<file path="src/design/sssrq_pkg.sv">
package sssrq_pkg;

  // ----------------------------------------------------------------
  // register map
  // ----------------------------------------------------------------
  localparam logic [7:0]  SSSRQ_OFF_ENABLE = 8'h00;
  localparam logic [7:0]  SSSRQ_OFF_ACK_G0 = 8'h04;
  localparam logic [7:0]  SSSRQ_OFF_ACK_G1 = 8'h08;
  localparam logic [7:0]  SSSRQ_OFF_STATUS = 8'h0c;
  localparam logic [2:0]  SSSRQ_EN_RESET   = 3'h0;
  localparam int unsigned SSSRQ_EN_G0      = 0;
  localparam int unsigned SSSRQ_EN_G1NS    = 1;
  localparam int unsigned SSSRQ_EN_G1S     = 2;
  // status fields
  localparam int unsigned SSSRQ_ST_HELD    = 0;
  localparam int unsigned SSSRQ_ST_QUIES   = 1;
  localparam int unsigned SSSRQ_ST_UCPEND  = 2;
  localparam int unsigned SSSRQ_ST_QCNT    = 3;
  localparam int unsigned SSSRQ_ST_BUSY    = 5;
  localparam int unsigned SSSRQ_ST_PRIO    = 8;

  // ----------------------------------------------------------------
  // packet codes and fields
  // ----------------------------------------------------------------
  localparam logic [3:0]  SSSRQ_CMD_RELEASE = 4'h3;
  localparam logic [3:0]  SSSRQ_CMD_QACK    = 4'h4;
  localparam logic [3:0]  SSSRQ_CMD_UPCTRL  = 4'h8;
  localparam logic [7:0]  SSSRQ_UC_ID_PHYS  = 8'h00;
  localparam logic [3:0]  SSSRQ_UC_LEN_PHYS = 4'h1;
  localparam logic [1:0]  SSSRQ_WCODE_16    = 2'h0;
  localparam logic [23:0] SSSRQ_NUM_NONE    = 24'h0003ff;
  localparam int unsigned SSSRQ_QDEPTH      = 2;

  // ----------------------------------------------------------------
  // types
  // ----------------------------------------------------------------
  typedef enum logic [2:0] {
    SSSRQ_SEQ_IDLE,
    SSSRQ_SEQ_UC_HDR,
    SSSRQ_SEQ_UC_DATA,
    SSSRQ_SEQ_REL_HDR,
    SSSRQ_SEQ_REL_LO,
    SSSRQ_SEQ_REL_HI,
    SSSRQ_SEQ_QACK
  } sssrq_seq_t;

  typedef struct packed {
    logic [7:0]  priority_field;
    logic        grp;
    logic        mod;
    logic        virt;
    logic [1:0]  number_width_code;
    logic [23:0] interrupt_number;
  } sssrq_set_cmd_t;

  typedef struct packed {
    logic        virt;
    logic [1:0]  number_width_code;
    logic [23:0] interrupt_number;
  } sssrq_rel_entry_t;

  typedef struct packed {
    logic [15:0] data;
    logic        last;
  } sssrq_beat_t;

  typedef struct packed {
    sssrq_seq_t       seq;
    sssrq_beat_t      beat;
    sssrq_rel_entry_t rel;
    logic [2:0]       en;
    logic             uc_pend;
    logic             quiesce_pend;
    logic             held_valid;
    sssrq_set_cmd_t   held;
    logic [31:0]      prdata;
    logic             pslverr;
  } sssrq_state_t;

  typedef struct packed {
    sssrq_rel_entry_t [SSSRQ_QDEPTH-1:0] slots;
    logic                                rd_ptr;
    logic                                wr_ptr;
    logic [1:0]                          count;
  } sssrq_q_state_t;

endpackage

</file>
<file path="src/design/sssrq_cpu_stream.sv">
// Register access over APB and the register offsets were chosen for this implementation.
`timescale 1ns/1ps
module sssrq_cpu_stream (
  input  wire logic                     clk,
  input  wire logic                     sys_rst,
  input  wire logic                     psel,
  input  wire logic                     penable,
  input  wire logic                     pwrite,
  input  wire logic [7:0]               paddr,
  input  wire logic [31:0]              pwdata,
  input  wire logic [3:0]               pstrb,
  output      logic [31:0]              prdata,
  output      logic                     pready,
  output      logic                     pslverr,
  input  wire logic                     set_valid,
  input  wire sssrq_pkg::sssrq_set_cmd_t set_cmd,
  output      logic                     set_ready,
  input  wire logic                     quiesce_req,
  output      logic                     up_valid,
  output      sssrq_pkg::sssrq_beat_t    up_beat,
  input  wire logic                     up_ready
);

  sssrq_pkg::sssrq_state_t     st_reg;
  sssrq_pkg::sssrq_state_t     st_next;
  sssrq_pkg::sssrq_rel_entry_t q_push_data;
  sssrq_pkg::sssrq_rel_entry_t q_head;
  logic                        q_push;
  logic                        q_pop;
  logic                        q_full;
  logic                        q_empty;
  logic [1:0]                  q_count;
  logic                        setup_ph;
  logic                        access_ph;
  logic                        ack_window;
  logic                        set_fire;
  logic                        new_on;
  logic                        held_on;
  logic                        hit_g0;
  logic                        hit_g1;

  // ----------------------------------------------------------------
  // decoding helpers
  // ----------------------------------------------------------------
  // enable of the group a set belongs to: qualifier picks secure group 1
  function automatic logic grp_on(input logic grp, input logic mod, input logic [2:0] en);
    if (!grp)
      grp_on = en[sssrq_pkg::SSSRQ_EN_G0];
    else if (mod)
      grp_on = en[sssrq_pkg::SSSRQ_EN_G1S];
    else
      grp_on = en[sssrq_pkg::SSSRQ_EN_G1NS];
  endfunction

  function automatic sssrq_pkg::sssrq_rel_entry_t to_rel(input sssrq_pkg::sssrq_set_cmd_t c);
    to_rel.virt              = c.virt;
    to_rel.number_width_code = c.number_width_code;
    to_rel.interrupt_number  = c.interrupt_number;
  endfunction

  // ----------------------------------------------------------------
  // release queue
  // ----------------------------------------------------------------
  sssrq_rel_queue i_sssrq_rel_queue (
    .clk       (clk),
    .sys_rst   (sys_rst),
    .push      (q_push),
    .push_data (q_push_data),
    .pop       (q_pop),
    .head      (q_head),
    .full      (q_full),
    .empty     (q_empty),
    .count     (q_count)
  );

  // bus phases and hand-shakes
  assign setup_ph   = psel & ~penable;
  assign access_ph  = psel & penable;
  // sets are held off across an acknowledge read so the value read is the one consumed
  assign ack_window = psel & ~pwrite & ((paddr == sssrq_pkg::SSSRQ_OFF_ACK_G0) |
                                        (paddr == sssrq_pkg::SSSRQ_OFF_ACK_G1));
  assign set_ready  = ~q_full & ~ack_window;
  assign set_fire   = set_valid & set_ready;
  assign new_on     = grp_on(set_cmd.grp, set_cmd.mod, st_reg.en);
  assign held_on    = grp_on(st_reg.held.grp, st_reg.held.mod, st_reg.en);
  assign hit_g0     = st_reg.held_valid & held_on & ~st_reg.held.grp;
  assign hit_g1     = st_reg.held_valid & held_on & st_reg.held.grp;
  assign pready     = access_ph;
  assign prdata     = st_reg.prdata;
  assign pslverr    = st_reg.pslverr;
  assign up_valid   = (st_reg.seq != sssrq_pkg::SSSRQ_SEQ_IDLE);
  assign up_beat    = st_reg.beat;

  // ----------------------------------------------------------------
  // next state
  // ----------------------------------------------------------------
  always_comb
  begin
    logic pick;
    pick        = 1'b0;
    st_next     = st_reg;
    q_push      = 1'b0;
    q_push_data = '0;
    q_pop       = 1'b0;

    // arriving set
    if (set_fire)
    begin
      if (!new_on)
      begin
        q_push      = 1'b1;
        q_push_data = to_rel(set_cmd);
      end
      else
      begin
        q_push          = st_reg.held_valid;
        q_push_data     = to_rel(st_reg.held);
        st_next.held    = set_cmd;
        st_next.held_valid = 1'b1;
      end
    end
    else if (st_reg.held_valid && (!held_on || st_reg.quiesce_pend) && !q_full && !ack_window)
    begin
      q_push             = 1'b1;
      q_push_data        = to_rel(st_reg.held);
      st_next.held_valid = 1'b0;
    end

    // upstream beat sequencer: a beat advances when taken
    if (st_reg.seq == sssrq_pkg::SSSRQ_SEQ_IDLE || up_ready)
    begin
      case (st_reg.seq)
        sssrq_pkg::SSSRQ_SEQ_UC_HDR:
        begin
          st_next.seq       = sssrq_pkg::SSSRQ_SEQ_UC_DATA;
          st_next.beat.data = {8'h00, 5'h00, st_reg.en};
          st_next.beat.last = 1'b1;
        end
        sssrq_pkg::SSSRQ_SEQ_REL_HDR:
        begin
          st_next.seq       = sssrq_pkg::SSSRQ_SEQ_REL_LO;
          st_next.beat.data = st_reg.rel.interrupt_number[15:0];
          st_next.beat.last = (st_reg.rel.number_width_code == sssrq_pkg::SSSRQ_WCODE_16);
        end
        sssrq_pkg::SSSRQ_SEQ_REL_LO:
        begin
          if (st_reg.rel.number_width_code != sssrq_pkg::SSSRQ_WCODE_16)
          begin
            st_next.seq       = sssrq_pkg::SSSRQ_SEQ_REL_HI;
            st_next.beat.data = {8'h00, st_reg.rel.interrupt_number[23:16]};
            st_next.beat.last = 1'b1;
          end
          else
          begin
            pick = 1'b1;
          end
        end
        default:
        begin
          pick = 1'b1;
        end
      endcase

      if (pick)
      begin
        st_next.seq  = sssrq_pkg::SSSRQ_SEQ_IDLE;
        st_next.beat = '0;
        if (st_reg.uc_pend)
        begin
          st_next.seq       = sssrq_pkg::SSSRQ_SEQ_UC_HDR;
          st_next.beat.data = {sssrq_pkg::SSSRQ_UC_ID_PHYS, sssrq_pkg::SSSRQ_UC_LEN_PHYS,
                               sssrq_pkg::SSSRQ_CMD_UPCTRL};
          st_next.uc_pend   = 1'b0;
        end
        else if (!q_empty)
        begin
          q_pop             = 1'b1;
          st_next.rel       = q_head;
          st_next.seq       = sssrq_pkg::SSSRQ_SEQ_REL_HDR;
          st_next.beat.data = {8'h00, q_head.number_width_code, 1'b0, q_head.virt,
                               sssrq_pkg::SSSRQ_CMD_RELEASE};
        end
        // a set landing this cycle would be held behind the ack, so it waits
        else if (st_reg.quiesce_pend && !st_reg.held_valid && !q_push && !set_fire)
        begin
          st_next.seq          = sssrq_pkg::SSSRQ_SEQ_QACK;
          st_next.beat.data    = {12'h000, sssrq_pkg::SSSRQ_CMD_QACK};
          st_next.beat.last    = 1'b1;
          st_next.quiesce_pend = 1'b0;
        end
      end
    end

    // a new quiesce request wins over the clear above
    if (quiesce_req)
      st_next.quiesce_pend = 1'b1;

    // bus setup: read data and error captured ahead of the access phase
    if (setup_ph)
    begin
      st_next.pslverr = 1'b0;
      st_next.prdata  = '0;
      case (paddr)
        sssrq_pkg::SSSRQ_OFF_ENABLE: st_next.prdata = {29'h0, st_reg.en};
        sssrq_pkg::SSSRQ_OFF_ACK_G0:
          st_next.prdata = {8'h00, hit_g0 ? st_reg.held.interrupt_number : sssrq_pkg::SSSRQ_NUM_NONE};
        sssrq_pkg::SSSRQ_OFF_ACK_G1:
          st_next.prdata = {8'h00, hit_g1 ? st_reg.held.interrupt_number : sssrq_pkg::SSSRQ_NUM_NONE};
        sssrq_pkg::SSSRQ_OFF_STATUS:
        begin
          st_next.prdata[sssrq_pkg::SSSRQ_ST_HELD]   = st_reg.held_valid;
          st_next.prdata[sssrq_pkg::SSSRQ_ST_QUIES]  = st_reg.quiesce_pend;
          st_next.prdata[sssrq_pkg::SSSRQ_ST_UCPEND] = st_reg.uc_pend;
          st_next.prdata[sssrq_pkg::SSSRQ_ST_QCNT +: 2] = q_count;
          st_next.prdata[sssrq_pkg::SSSRQ_ST_BUSY]   = up_valid;
          st_next.prdata[sssrq_pkg::SSSRQ_ST_PRIO +: 8] = st_reg.held.priority_field;
        end
        default: st_next.pslverr = 1'b1;
      endcase
    end

    // bus access edge: writes land, acknowledge reads consume the held interrupt
    if (access_ph)
    begin
      if (pwrite && paddr == sssrq_pkg::SSSRQ_OFF_ENABLE && pstrb[0])
      begin
        // every enable write with pstrb[0] set queues an update
        st_next.en      = pwdata[2:0];
        st_next.uc_pend = 1'b1;
      end
      if (!pwrite && ((paddr == sssrq_pkg::SSSRQ_OFF_ACK_G0 && hit_g0) ||
                      (paddr == sssrq_pkg::SSSRQ_OFF_ACK_G1 && hit_g1)))
        st_next.held_valid = 1'b0;
    end
  end

  // state register
  always_ff @(posedge clk)
  begin
    if (sys_rst)
      st_reg <= '0;
    else
      st_reg <= st_next;
  end
endmodule

</file>
<file path="src/design/sssrq_rel_queue.sv">
`timescale 1ns/1ps
module sssrq_rel_queue (
  input  wire logic                       clk,
  input  wire logic                       sys_rst,
  input  wire logic                       push,
  input  wire sssrq_pkg::sssrq_rel_entry_t push_data,
  input  wire logic                       pop,
  output      sssrq_pkg::sssrq_rel_entry_t head,
  output      logic                       full,
  output      logic                       empty,
  output      logic [1:0]                 count
);

  sssrq_pkg::sssrq_q_state_t q_reg;
  sssrq_pkg::sssrq_q_state_t q_next;
  logic                      do_push;
  logic                      do_pop;

  // ----------------------------------------------------------------
  // release holding slots
  // ----------------------------------------------------------------
  assign full    = (q_reg.count == 2'(sssrq_pkg::SSSRQ_QDEPTH));
  assign empty   = (q_reg.count == 2'h0);
  assign count   = q_reg.count;
  assign head    = q_reg.slots[q_reg.rd_ptr];
  // overflow is dropped; the caller stalls sets before that can happen
  assign do_push = push & ~full;
  assign do_pop  = pop & ~empty;

  // next state
  always_comb
  begin
    q_next = q_reg;
    if (do_push)
    begin
      q_next.slots[q_reg.wr_ptr] = push_data;
      q_next.wr_ptr              = ~q_reg.wr_ptr;
    end
    if (do_pop)
    begin
      q_next.rd_ptr = ~q_reg.rd_ptr;
    end
    q_next.count = q_reg.count + 2'(do_push) - 2'(do_pop);
  end

  // state register
  always_ff @(posedge clk)
  begin
    if (sys_rst)
      q_reg <= '0;
    else
      q_reg <= q_next;
  end

endmodule

</file>
<file path="config.mk">
export PLATFORM = sky130hd
export DESIGN_NAME = sssrq_cpu_stream
export DESIGN_NICKNAME = d
export VERILOG_FILES = /design/src/design/sssrq_pkg.sv /design/src/design/sssrq_cpu_stream.sv /design/src/design/sssrq_rel_queue.sv
export SDC_FILE = /design/constraint.sdc
export NUM_CORES = 1
export LEC_CHECK = 0
export BUFFER_PORTS_ARGS = -buffer_cell sky130_fd_sc_hd__buf_2
export CAP_MARGIN = 20
export CORE_ASPECT_RATIO = 0.7
export CORE_MARGIN = 8
export CORE_UTILIZATION = 35
export DETAILED_ROUTE_END_ITERATION = 8
export PLACE_DENSITY_LB_ADDON = 0.3
export SLEW_MARGIN = 20
export SYNTH_ARGS = -nofsm -noshare
export SYNTH_HDL_FRONTEND = slang
export SYNTH_SLANG_ARGS = --single-unit
export TNS_END_PERCENT = 5
</file>
<file path="constraint.sdc">
create_clock -name clk -period 5.25 [get_ports clk]
set_input_delay 0.2625 -clock clk [delete_from_list [all_inputs] [get_ports clk]]
set_output_delay 0.2625 -clock clk [all_outputs]
set_load 0.01 [all_outputs]
</file>
-- Yosys cells after proc, flatten, opt, wreduce, memory -nomap -nowiden
Cells that the tools add are included.
- add/subtract/negate cells: 2
- bitwise gates (word level): 21
- $lt $le $gt $ge: 3
- eq/ne operators: 9
- reduce and logical (&&, ||, !) cells: 40
- multiplexer cells: 51
- operator list (operator ; number):
    $mux W27 ; 7
    $pmux W20 S3 ; 1
    $bwmux W54 ; 1
    $mux W24 ; 2
    $mux W47 ; 1
    $mux W20 ; 2
    $mux W19 ; 2
    $mux W38 ; 1
    $mux W28 ; 1
    $demux W27 S1 ; 1
    $mux W1 ; 25
    $pmux W6 S4 ; 1
    $pmux W8 S3 ; 1
    $eq A8 B4 Y1 const B ; 2
    $pmux W8 S2 ; 1
    $logic_and A1 B1 Y1 ; 12
    $and A1 B1 Y1 ; 11
    $reduce_bool A2 Y1 ; 5
    $not A1 Y1 ; 9
    $eq A8 B3 Y1 const B ; 1
    $logic_not A8 Y1 ; 1
    $logic_not A1 Y1 ; 7
    $reduce_and A5 Y1 ; 1
    $logic_not A2 Y1 ; 2
    other kinds (23) ; 28
- register bits after elaboration: 181
- input port bits: 89
- word-level logic and storage cells: 153

-- Logic depth before layout (Yosys ltp)
Gate-level depths: netlist of the first run.
- depth in word-level cells: 19
- gate-level depth with buffers: 12

-- Hierarchy
A second synthesis of the first run with hierarchy kept.
- cells, all modules: 987
- area, all modules: 8858.5 um^2
- by module, submodules not included (module ; area each (um^2) ; times used ; sequential area each (um^2) ; cells an instance):
    sssrq_cpu_stream ; 6050.8 ; 1 ; 2282.2 ; 692
    sssrq_rel_queue ; 2807.7 ; 1 ; 1161.1 ; 295

-- Worst setup path before layout of the first run
No wires, ideal clock.
- path kind: reg2reg
- start point: register st_reg[121] (netlist name)
- end point: register i_sssrq_rel_queue.q_reg, in the netlist i_sssrq_rel_queue.count[1]
- clock period less this slack: 2.331 ns
- path slack: 2.919 ns
- arrival: 2.203 ns
- stages on the path, launching flop included: 13
- data required time: 5.122 ns
- cells stage by stage: dfxtp_1 > buf_2 > inv_1 > o21ai_1 > a2111oi_2 > buf_4 > buf_2 > ha_1 > inv_1 > ha_1 > xor2_1 > xnor2_1 > nor2_1
- longest elaborated chain between the ends: 8
- RTL lines (what ; line ; source):
    start: declaration ; sssrq_cpu_stream.sv:24 ; sssrq_pkg::sssrq_state_t st_reg;
    start signal: assignment ; sssrq_cpu_stream.sv:243 ; st_reg <= st_next;
    $eq A3 B2 Y1 or $eq A3 B1 Y1 (tied branches) ; sssrq_cpu_stream.sv:132 ; case (st_reg.seq)
    $reduce_or A2 Y1 (no source line) ; n/a ;
    $pmux W1 S2 ; sssrq_cpu_stream.sv:132 ;
    $mux W1 ; sssrq_cpu_stream.sv:130 ; if (st_reg.seq == sssrq_pkg::SSSRQ_SEQ_IDLE || up_ready)
    $mux W1 ; sssrq_cpu_stream.sv:164 ; if (pick)
    $mux W1 * ; sssrq_cpu_stream.sv:130 ;
    $and A1 B1 Y1 * ; sssrq_rel_queue.sv:28 ; assign do_pop = pop & ~empty;
    via i_sssrq_rel_queue.do_pop ; sssrq_rel_queue.sv:17 ; logic do_pop;
    $sub A2 B1 Y2 * ; sssrq_rel_queue.sv:43 ; q_next.count = q_reg.count + 2'(do_push) - 2'(do_pop);
    end signal: assignment ; sssrq_rel_queue.sv:52 ; q_reg <= q_next;
    end: declaration ; sssrq_rel_queue.sv:14 ; sssrq_pkg::sssrq_q_state_t q_reg;
Mark *: on every way through the listed nets, which the timed path passes. The rest lies on a longest branch. The select of a mux whose other input is x is not followed.
A chain may end at the register's enable or synchronous reset.

-- Worst setup path after layout of the first run
- start point: register st_reg[75] (netlist name)
- end point: register st_reg[47] (netlist name)
- longest elaborated chain between the ends: 3
- RTL lines (what ; line ; source):
    $mux W1 ; sssrq_cpu_stream.sv:49 ; else if (mod)
    $mux W1 ; sssrq_cpu_stream.sv:47 ; if (!grp)
    $reduce_and A2 Y1 (no source line) ; n/a ;
Every way passes these cells.

==> impl_metrics.yaml, run 1 <==
power:
  swShare: 0.344
  total_power_uw: 4000
  p_switching_uw: 1370
  internal-power_uw: 2620
  power_frac_comb: 0.261
  power_density_nw_per_um2: 437
  ir_worst_vdd_mv: 0.247
  p_seq_frac: 0.424
  p_leak_uw: 0.00361
  clock_power_share: 0.315
global_routing:
  overflow: 0
  grt_pass1_wl_mm: 34.1
  grt_pass1_vias: 6110
  grt_max_degree: 94
  grt_usage: 0.150
  grt_antenna_before_repair: 3
job:
  cap_violations: 0
die:
  initial_utilization: 0.354
  io_pins: 142
  coreArea_um2: 23500
  fp-row-count: 47
  die-area_um2: 29000
  die_w_um: 200
  die_h_um: 145
routing:
  avgViaCountPerCell: 5.26
  initialDrtViolationCount: 498
  drcViolationCount: 0
  wirelength_mm: 21.8
  top_layer_used: "met5"
  first_pass_iters: 7
  wl_met3_mm: 1.18
  m1WireLength_mm: 10.6
  ant_nets: 0
  num_vias: 6506
  wl_per_cell_um: 17.6
  wl_met2_mm: 9.88
timing:
  post-route-min-period_ns: 2.66
  rsz0062_at_grt: "false"
  period_share: 0.506
  fmax_mhz: 376
  worst_slack_ns: 2.59
  holdWs_ns: 0.0598
  setup_viol: 0
  worstMarginPinSlew_ns: 0.989
  relSlewSlack: 0.336
  skew_ns: 0.00994
  report.final.slew_viol_count: 0
  tns_ns: 0
  hold_viol: 0
synth:
  async_flop_share: 0
  synth_top_flop_cell: "dfxtp_1"
  synth_largest_area_cell: "dfxtp_1"
  syn_area_um2: 8300
  syn_inst: 895
  synth_edf_count: 0
  syn_avg_cell_area_um2: 9.28
  yosys-top-cells-area: "dfxtp_1, mux2i_1, a211oi_1, buf_4, a221oi_2"
  synth_seq_area_share: 0.415
  synth.distinct_cells: 70
  yosys_warnings: 0
  post-synth-top-area-fraction: 0.415
  ys_seq_elements: 172
layout:
  area_growth_syn_to_layout_pct: 10.0
  largest_reg_flops: 72
  num_antenna_cells: 0
  final_nets: 998
  utilization: 0.389
  drive_gt1_frac: 0.210
placement:
  gp_congestion: 0.819
  dpl.hpwl_mm: 14.8
  io_buffers: 101
  pre_cts_ws_ns: 2.48
status:
  status: "complete, no violations"
cts:
  numCtsBuffers: 17
  cts_tree: "yes"
  root_buffer: "clkbuf_16"
  cts_hold_buf: 0
  post-cts-setup-buffers: 0
  clkLatencyLatePin_ns: 0.44
  clkSinkCount: 172
  clkTransAtPathRegs_ns: 0.07
  clockBufferDepth: 2
  post_cts_resized: 0
  cts.htree.levels: 4
setup_path:
  cp-start-kind: "flop"
  crit_path_max_fanout: 27
  end_kind: "flop"
  arrival_ns: 2.96
  worstPathRequired_ns: 5.55
  r2r-start: "st_reg[75]"
  worst-setup-path-type: "flop to flop"
  cp-startpoint: "st_reg[75]"
hold_path:
  hp-class: "primary input to flop"
  hp-start: "set_cmd[32]"
[Yosys cell counts, drive strengths merged (5+ instances only)]
cell    number
nand3       20
a211oi      83
clkbuf      37
nor2b        6
nand2       43
mux2i       66
a222oi       6
a31oi        5
a221oi      54
a21oi       50
o21ai       14
buf         86
nor2        91
inv         67
nand2b       8
o221ai       5
dfxtp      172
nor3        16
[layout make-up]
| type | instances | area, µm² |
|---|---|---|
| fill | 2423 | 14300 |
| multi-input combinational | 540 | 3880 |
| sequential | 172 | 3440 |
| timing repair buffer | 109 | 581 |
| clock buffer | 19 | 453 |
| tap | 318 | 398 |
| inverter | 67 | 251 |
| clock inverter | 13 | 130 |
[through the flow]
| step | std cells | area [µm²] |
|---|---|---|
| 2_1_floorplan | 902 | 8330 |
| 3_5_place_dp | 1206 | 8550 |
| 3_3_place_gp | 1206 | 8540 |
| 5_1_grt | 1238 | 9130 |
| 6_report | 1238 | 9130 |
| 4_1_cts | 1238 | 9130 |
[final timing paths]
kind | endpoint | slack, ns | depth (start not counted)
max reg2reg | st_reg[47] | 2.59 | 6
min | st_reg[65] | 0.06 | 3
max | st_reg[47] | 2.59 | 6
min reg2reg | up_beat[10] | 0.45 | 2
[power by group through the flow]
| stage | clock network, µW | registers [µW] | logic, µW |
|---|---|---|---|
| 5_1_grt | 1350 | 1720 | 1180 |
| 6_report | 1260 | 1690 | 1040 |
| 3_3_place_gp | 0 | 1720 | 1040 |
| 2_1_floorplan | 0 | 1640 | 905 |
| 4_1_cts | 1290 | 1690 | 1050 |
| 3_5_place_dp | 0 | 1720 | 1050 |
[cell families after synthesis]
| kind of cell | Yosys count | synth area share |
|---|---|---|
| adder cells (fa/ha/maj) | 2 | 0.00301 |
| AND/OR/NAND/NOR | 209 | 0.126 |
| XOR/XNOR | 4 | 0.00422 |
| flip-flops | 172 | 0.415 |
| multiplexers | 68 | 0.0823 |
| AO/OA/AOI/OAI | 249 | 0.245 |
| other | 1 | 0.000452 |
| buffers and inverters | 190 | 0.125 |
[critical path, stage by stage (launching register included)]
cell	delay, ns
dfxtp_1	0.39
mux2_2	0.36
o21ai_1	0.22
nand3b_1	0.66
buf_4	0.56
mux2i_1	0.25
nor2_1	0.06
[cell usage in the layout (no fill, tap or decap), types with 4 or more instances in the layout]
| cell | synthesis | layout |
|---|---|---|
| a211oi_1 | 78 | 78 |
| a211oi_2 | 5 | 5 |
| a21oi_1 | 50 | 50 |
| a221oi_1 | 28 | 28 |
| a221oi_2 | 26 | 26 |
| a222oi_1 | 6 | 6 |
| a31oi_1 | 5 | 5 |
| and2_1 | 4 | 4 |
| buf_2 | 19 | 100 |
| buf_4 | 54 | 8 |
| clkbuf_16 | 0 | 17 |
| conb_1 | 1 | 8 |
| dfxtp_1 | 172 | 172 |
| inv_1 | 67 | 67 |
| mux2i_1 | 66 | 66 |
| nand2_1 | 41 | 41 |
| nand2b_1 | 7 | 7 |
| nand3_1 | 20 | 20 |
| nor2_1 | 91 | 90 |
| nor2b_1 | 6 | 5 |
| nor3_1 | 15 | 14 |
| o21ai_0 | 10 | 10 |
| o221ai_1 | 4 | 4 |
| o31ai_1 | 4 | 4 |
[routing by layer]
layer	vias to the layer above	global-route usage
met4	6	0.0317
met3	18	0.0418
met2	123	0.228
met1	3148	0.209
li1	3211	-
met5	-	0
(Power assumes the default switching activity.)
==> run 2: changes to the inputs <==
--- a/config.mk
+++ b/config.mk
@@ -5,6 +5,7 @@
 export SDC_FILE = /design/constraint.sdc
 export NUM_CORES = 1
 export LEC_CHECK = 0
+export ABC_AREA = 1
 export BUFFER_PORTS_ARGS = -buffer_cell sky130_fd_sc_hd__buf_2
 export CAP_MARGIN = 20
 export CORE_ASPECT_RATIO = 0.7
==> constraint.sdc (replaced) <==
create_clock -name clk -period 2.25 [get_ports clk]
set_input_delay 0.1125 -clock clk [delete_from_list [all_inputs] [get_ports clk]]
set_output_delay 0.1125 -clock clk [all_outputs]
set_load 0.01 [all_outputs]
==> run 2 against run 1 <==
Effect of this change:
- global-route usage is 1.5 points higher
- synthesized area is 2.4% higher
- worst hold slack better by 0.039 ns
- clock skew is 0.0020 ns lower
==> impl_metrics.yaml, run 2 <==
global_routing:
  grt_antenna_before_repair: 0
  grt_usage: 0.165
  overflow: 0
  grt_max_degree: 128
  grt_pass1_vias: 7513
  grt_pass1_wl_mm: 40.0
hold_path:
  hp-class: "primary input to flop"
routing:
  avgViaCountPerCell: 4.74
  ant_nets: 0
  initialDrtViolationCount: 635
  num_vias: 8084
  drcViolationCount: 0
  wl_per_cell_um: 14.4
  wirelength_mm: 24.6
  first_pass_iters: 5
setup_path:
  crit_path_max_fanout: 8
  endpoint: "i_sssrq_rel_queue.count[1]"
  r2r_cells: 13
  arrival_ns: 2.38
  worst-setup-path-type: "flop to flop"
  r2r_slack_ns: 0.25
  worstReg2RegEnd: "i_sssrq_rel_queue.count[1]"
  r2r-start: "st_reg[122]"
  cp-startpoint: "st_reg[122]"
  worstPathRequired_ns: 2.63
  end_kind: "flop"
  cp-start-kind: "flop"
status:
  status: "complete, no violations"
die:
  initial_utilization: 0.358
  io_pins: 142
  die_h_um: 146
  die-area_um2: 29600
  coreArea_um2: 23800
  die_w_um: 202
  fp-row-count: 47
placement:
  io_buffers: 101
  gp_congestion: 0.852
  dpl.hpwl_mm: 16.8
layout:
  final-seq-area_um2: 3440
  largest_reg_flops: 72
  final_common_cell: "nand2_1"
  fill_cells: 2509
  final_nets: 1464
  drive_gt1_frac: 0.129
  area_growth_syn_to_layout_pct: 18.5
  num_antenna_cells: 0
  multiInputGateArea_um2: 3890
  final_cell_mix: "nand2_1, nor2_1, dfxtp_1, o21ai_0, inv_1"
  utilization: 0.424
power:
  p_switching_uw: 3250
  swShare: 0.334
  ir_worst_vdd_mv: 0.672
  p_seq_frac: 0.396
  internal-power_uw: 6480
  power_density_nw_per_um2: 966
  clock_power_share: 0.347
  p_leak_uw: 0.00461
  power_frac_comb: 0.257
cts:
  numCtsBuffers: 17
  clkSinkCount: 172
  post_cts_resized: 0
  root_buffer: "clkbuf_16"
  clkLatencyLatePin_ns: 0.45
  clockBufferDepth: 2
  cts.htree.levels: 4
  clkTransAtPathRegs_ns: 0.06
  cts_tree: "yes"
timing:
  setup_viol: 0
  hold_viol: 0
  holdWs_ns: 0.0989
  period_share: 0.890
  post-route-min-period_ns: 2.00
  rsz0062_at_grt: "false"
  tns_ns: 0
  fmax_mhz: 500
  skew_ns: 0.00789
  worstMarginPinSlew_ns: 0.715
  report.final.slew_viol_count: 0
  relSlewSlack: 0.518
synth:
  synth.distinct_cells: 35
  syn_inst: 1300
  ys_seq_elements: 172
  yosys-top-cells-area: "dfxtp_1, nand2_1, nor2_1, o21ai_0, inv_1"
  synth_edf_count: 0
  synth_seq_area_share: 0.405
  post-synth-top-area-fraction: 0.405
  syn_area_um2: 8500
  synth_largest_area_cell: "dfxtp_1"
  yosys_warnings: 0
  synth_common_cells: "nand2_1, nor2_1, dfxtp_1"
  async_flop_share: 0
  synthMostInstantiatedCell: "nand2_1"
  syn_avg_cell_area_um2: 6.54
  synth_top_flop_cell: "dfxtp_1"
job:
  cap_violations: 0
run 2: changes by cell type in the layout (fill, tap and decap cells not counted), moves of 12 or more:
cell | before | now
dlygate4sd3_1 | 0 | 42
nor2_1 | 90 | 246
buf_4 | 8 | 20
nand3_1 | 20 | 82
nand2_1 | 41 | 271
a211oi_1 | 78 | 0
nor3_1 | 14 | 1
a221oi_1 | 28 | 0
inv_1 | 67 | 124
mux2i_1 | 66 | 0
a221oi_2 | 26 | 0
o21ai_0 | 10 | 166
run 2: how the worst min path moves through the flow:
stage / slack [ns] / cells past startpoint / end / startpoint
after floorplan: 0.25 / 2 / st_reg[71] / quiesce_req
after global placement: 0.34 / 3 / st_reg[67] / set_cmd[34]
after detailed placement: 0.34 / 3 / st_reg[66] / set_cmd[33]
after CTS: 0.08 / 5 / st_reg[70] / pwrite
after global routing: 0.18 / 3 / st_reg[75] / pstrb[0]
final: 0.1 / 5 / st_reg[70] / pwrite
run 2: per-stage QoR:
stage	instances	setup WS, ns	power (µW)	area [µm²]
after global routing	1704	0.0486	10300	10100
final	1704	0.248	9730	10100
after detailed placement	1630	0.264	6340	8980
after CTS	1704	0.252	9770	10100
after floorplan	1307	0.000753	5700	8540
after global placement	1630	0.298	6300	8980
run 2: routing by layer:
layer  GRT usage  wire [µm]
met2       0.241      10200
met4      0.0365        249
met5           0          0
met3      0.0382       1600
met1       0.240      12500
run 2: area by class of cell:
class | instances | share of cell area
Timing Repair Buffer | 168 | 0.117
Multi-Input combinational cell | 883 | 0.386
Clock inverter | 14 | 0.0240
Tap cell | 318 | 0.0395
Clock buffer | 18 | 0.0426
Sequential cell | 172 | 0.342
Inverter | 131 | 0.0488
run 2: cell families (layout without fill, tap and decap cells):
kind of cell             count (synthesis)  after routing  synth area share
flip-flops                             172            172             0.405
buffers and inverters                  252            331             0.141
AO/OA/AOI/OAI                          250            250             0.152
AND/OR/NAND/NOR                        621            621             0.297
adder cells (fa/ha/maj)                  2              2           0.00294
XOR/XNOR                                 2              2           0.00206
other                                    1              8          0.000441
run 2: repair_timing:
| item | 4_1_cts | 5_1_grt |
|---|---|---|
| hold buffers | 42 | 0 |
| hold endpoints to repair | 43 | 0 |
| buffers inserted | 0 | 0 |
run 2: power groups by stage:
stage	clock (µW)	sequential [µW]	combinational, µW
final	3380	3850	2500
after global routing	3550	3910	2860
after CTS	3430	3840	2490
after detailed placement	0	3910	2420
after global placement	0	3900	2410
after floorplan	0	3800	1890
run 2: worst max-delay path, cell delays in order, from the launching register on:
cell,delay [ns]
dfxtp_2,0.38
inv_2,0.07
nor3_4,0.19
nand2_2,0.10
o21ai_4,0.11
inv_2,0.10
nand4_4,0.08
inv_2,0.04
ha_1,0.27
inv_1,0.05
ha_1,0.15
xor2_1,0.18
o21ai_0,0.09
a21oi_1,0.14
==> run 3: changes to the inputs <==
--- a/config.mk
+++ b/config.mk
@@ -11,6 +11,7 @@
 export CORE_ASPECT_RATIO = 0.7
 export CORE_MARGIN = 8
 export CORE_UTILIZATION = 35
+export CTS_BUF_LIST = sky130_fd_sc_hd__clkbuf_4 sky130_fd_sc_hd__clkbuf_8
 export DETAILED_ROUTE_END_ITERATION = 8
 export PLACE_DENSITY_LB_ADDON = 0.3
 export SLEW_MARGIN = 20
==> run 3 against run 2 <==
Effect of this change:
- clock skew increased by 0.0049 ns
- total power down 7.7%
- critical path depth unchanged
- final cell count stayed put
- non-clock buffer count is the same
- first-iteration DRC count decreased by 11%
- sequential power is essentially flat
- critical endpoint unchanged
- highest routed layer unchanged
==> impl_metrics.yaml, run 3 (same netlist as run 2, synthesis figures left out) <==
timing:
  period_share: 0.896
  rsz0062_at_grt: "false"
  setup_viol: 0
  report.final.slew_viol_count: 0
  fmax_mhz: 496
  worstMarginPinSlew_ns: 0.660
  skew_ns: 0.0128
  hold_viol: 0
  relSlewSlack: 0.555
  worst_slack_ns: 0.234
  tns_ns: 0
  post-route-min-period_ns: 2.02
die:
  fp-row-count: 47
  initial_utilization: 0.358
  coreArea_um2: 23800
  die_w_um: 202
  io_pins: 142
  die-area_um2: 29600
  die_h_um: 146
placement:
  io_buffers: 101
  dpl.hpwl_mm: 16.8
  dp_cells: 1630
  gp_congestion: 0.852
  pre_cts_ws_ns: 0.264
  place_area_um2: 8980
power:
  swShare: 0.349
  ir_worst_vdd_mv: 0.482
  total_power_uw: 8980
  power_frac_comb: 0.278
  internal-power_uw: 5840
  clock_power_share: 0.294
  power_density_nw_per_um2: 908
  p_leak_uw: 0.00453
  p_seq_frac: 0.428
  p_switching_uw: 3130
layout:
  drive_gt1_frac: 0.130
  num_antenna_cells: 0
  final_common_cell: "nand2_1"
  fin_area_um2: 9880
  largest_reg_flops: 72
  final_nets: 1464
  instances_no_fill: 1704
  final_cell_mix: "nand2_1, nor2_1, dfxtp_1, o21ai_0, inv_1"
  area_growth_syn_to_layout_pct: 16.3
cts:
  cts_tree: "yes"
  clkSinkCount: 172
  clkLatencyLatePin_ns: 0.47
  root_buffer: "clkbuf_8"
  cts.htree.levels: 4
  clkTransAtPathRegs_ns: 0.10
  clockBufferDepth: 2
  post_cts_resized: 0
  numCtsBuffers: 17
global_routing:
  grt_pass1_vias: 7432
  grt_max_degree: 128
  grt_antenna_before_repair: 0
  grt_pass1_wl_mm: 39.6
  overflow: 0
  grtUsageMet3: 0.0382
  grt_use_met2: 0.238
  grt_usage: 0.163
  grt-busiest-layer: "met2"
  gr-usage-met1: 0.238
setup_path:
  arrival_ns: 2.42
  cp-start-kind: "flop"
  r2r-start: "st_reg[122]"
  worstReg2RegEnd: "i_sssrq_rel_queue.count[1]"
  cp-startpoint: "st_reg[122]"
  end_kind: "flop"
  crit_path_max_fanout: 8
  worstPathRequired_ns: 2.65
  r2r_slack_ns: 0.23
  r2r_cells: 13
  endpoint: "i_sssrq_rel_queue.count[1]"
  worst-setup-path-type: "flop to flop"
hold_path:
  hp-class: "primary input to flop"
routing:
  num_vias: 8066
  ant_nets: 0
  avgViaCountPerCell: 4.73
  wirelength_mm: 24.4
  initialDrtViolationCount: 562
  wl_per_cell_um: 14.3
  drcViolationCount: 0
  first_pass_iters: 5
status:
  status: "complete, no violations"
job:
  cap_violations: 0
run 3: layer usage:
metal / vias up / wire length [µm]
met5: - / 0
met1: 3679 / 12500
met2: 193 / 10200
li1: 4179 / -
met4: 0 / 153
met3: 15 / 1580
run 3: power groups by stage:
stage	clock network (µW)	registers, µW	logic, µW
3_3_place_gp	0	3900	2410
4_1_cts	2690	3840	2490
6_report	2640	3850	2500
3_5_place_dp	0	3910	2420
2_1_floorplan	0	3800	1890
5_1_grt	2810	3910	2860
run 3: repair_timing:
action | CTS | global route
buffers inserted | 0 | 0
hold buffers | 42 | 0
endpoints found under the hold margin | 43 | 0
run 3: worst min path at each step:
stage          slack [ns]         end   startpoint  depth (start not counted)
6_report             0.07  st_reg[70]       pwrite                          5
5_1_grt              0.13  st_reg[75]     pstrb[0]                          3
4_1_cts              0.04  st_reg[70]       pwrite                          5
3_5_place_dp         0.34  st_reg[66]  set_cmd[33]                          3
3_3_place_gp         0.34  st_reg[67]  set_cmd[34]                          3
2_1_floorplan        0.25  st_reg[71]  quiesce_req                          2
run 3: final cells by class:
type / count / area (µm²)
sequential: 172 / 3440
timing repair buffer: 168 / 1180
inverter: 131 / 492
clock buffer: 18 / 241
fill: 2548 / 13900
tap: 318 / 398
multi-input combinational: 883 / 3890
clock inverter: 14 / 241
run 3: metrics by stage:
stage                     utilization  hold slack, ns
after global placement          0.378           0.338
final                           0.416          0.0748
after global routing            0.416           0.127
after detailed placement        0.378           0.343
after CTS                       0.416          0.0425
after floorplan                     -           0.246
run 3: critical path: stages (launching register included):
cell and delay, ns:
dfxtp_2 0.39, inv_2 0.07, nor3_4 0.19, nand2_2 0.10
o21ai_4 0.11, inv_2 0.10, nand4_4 0.08, inv_2 0.04
ha_1 0.27, inv_1 0.05, ha_1 0.15, xor2_1 0.18
o21ai_0 0.09, a21oi_1 0.14
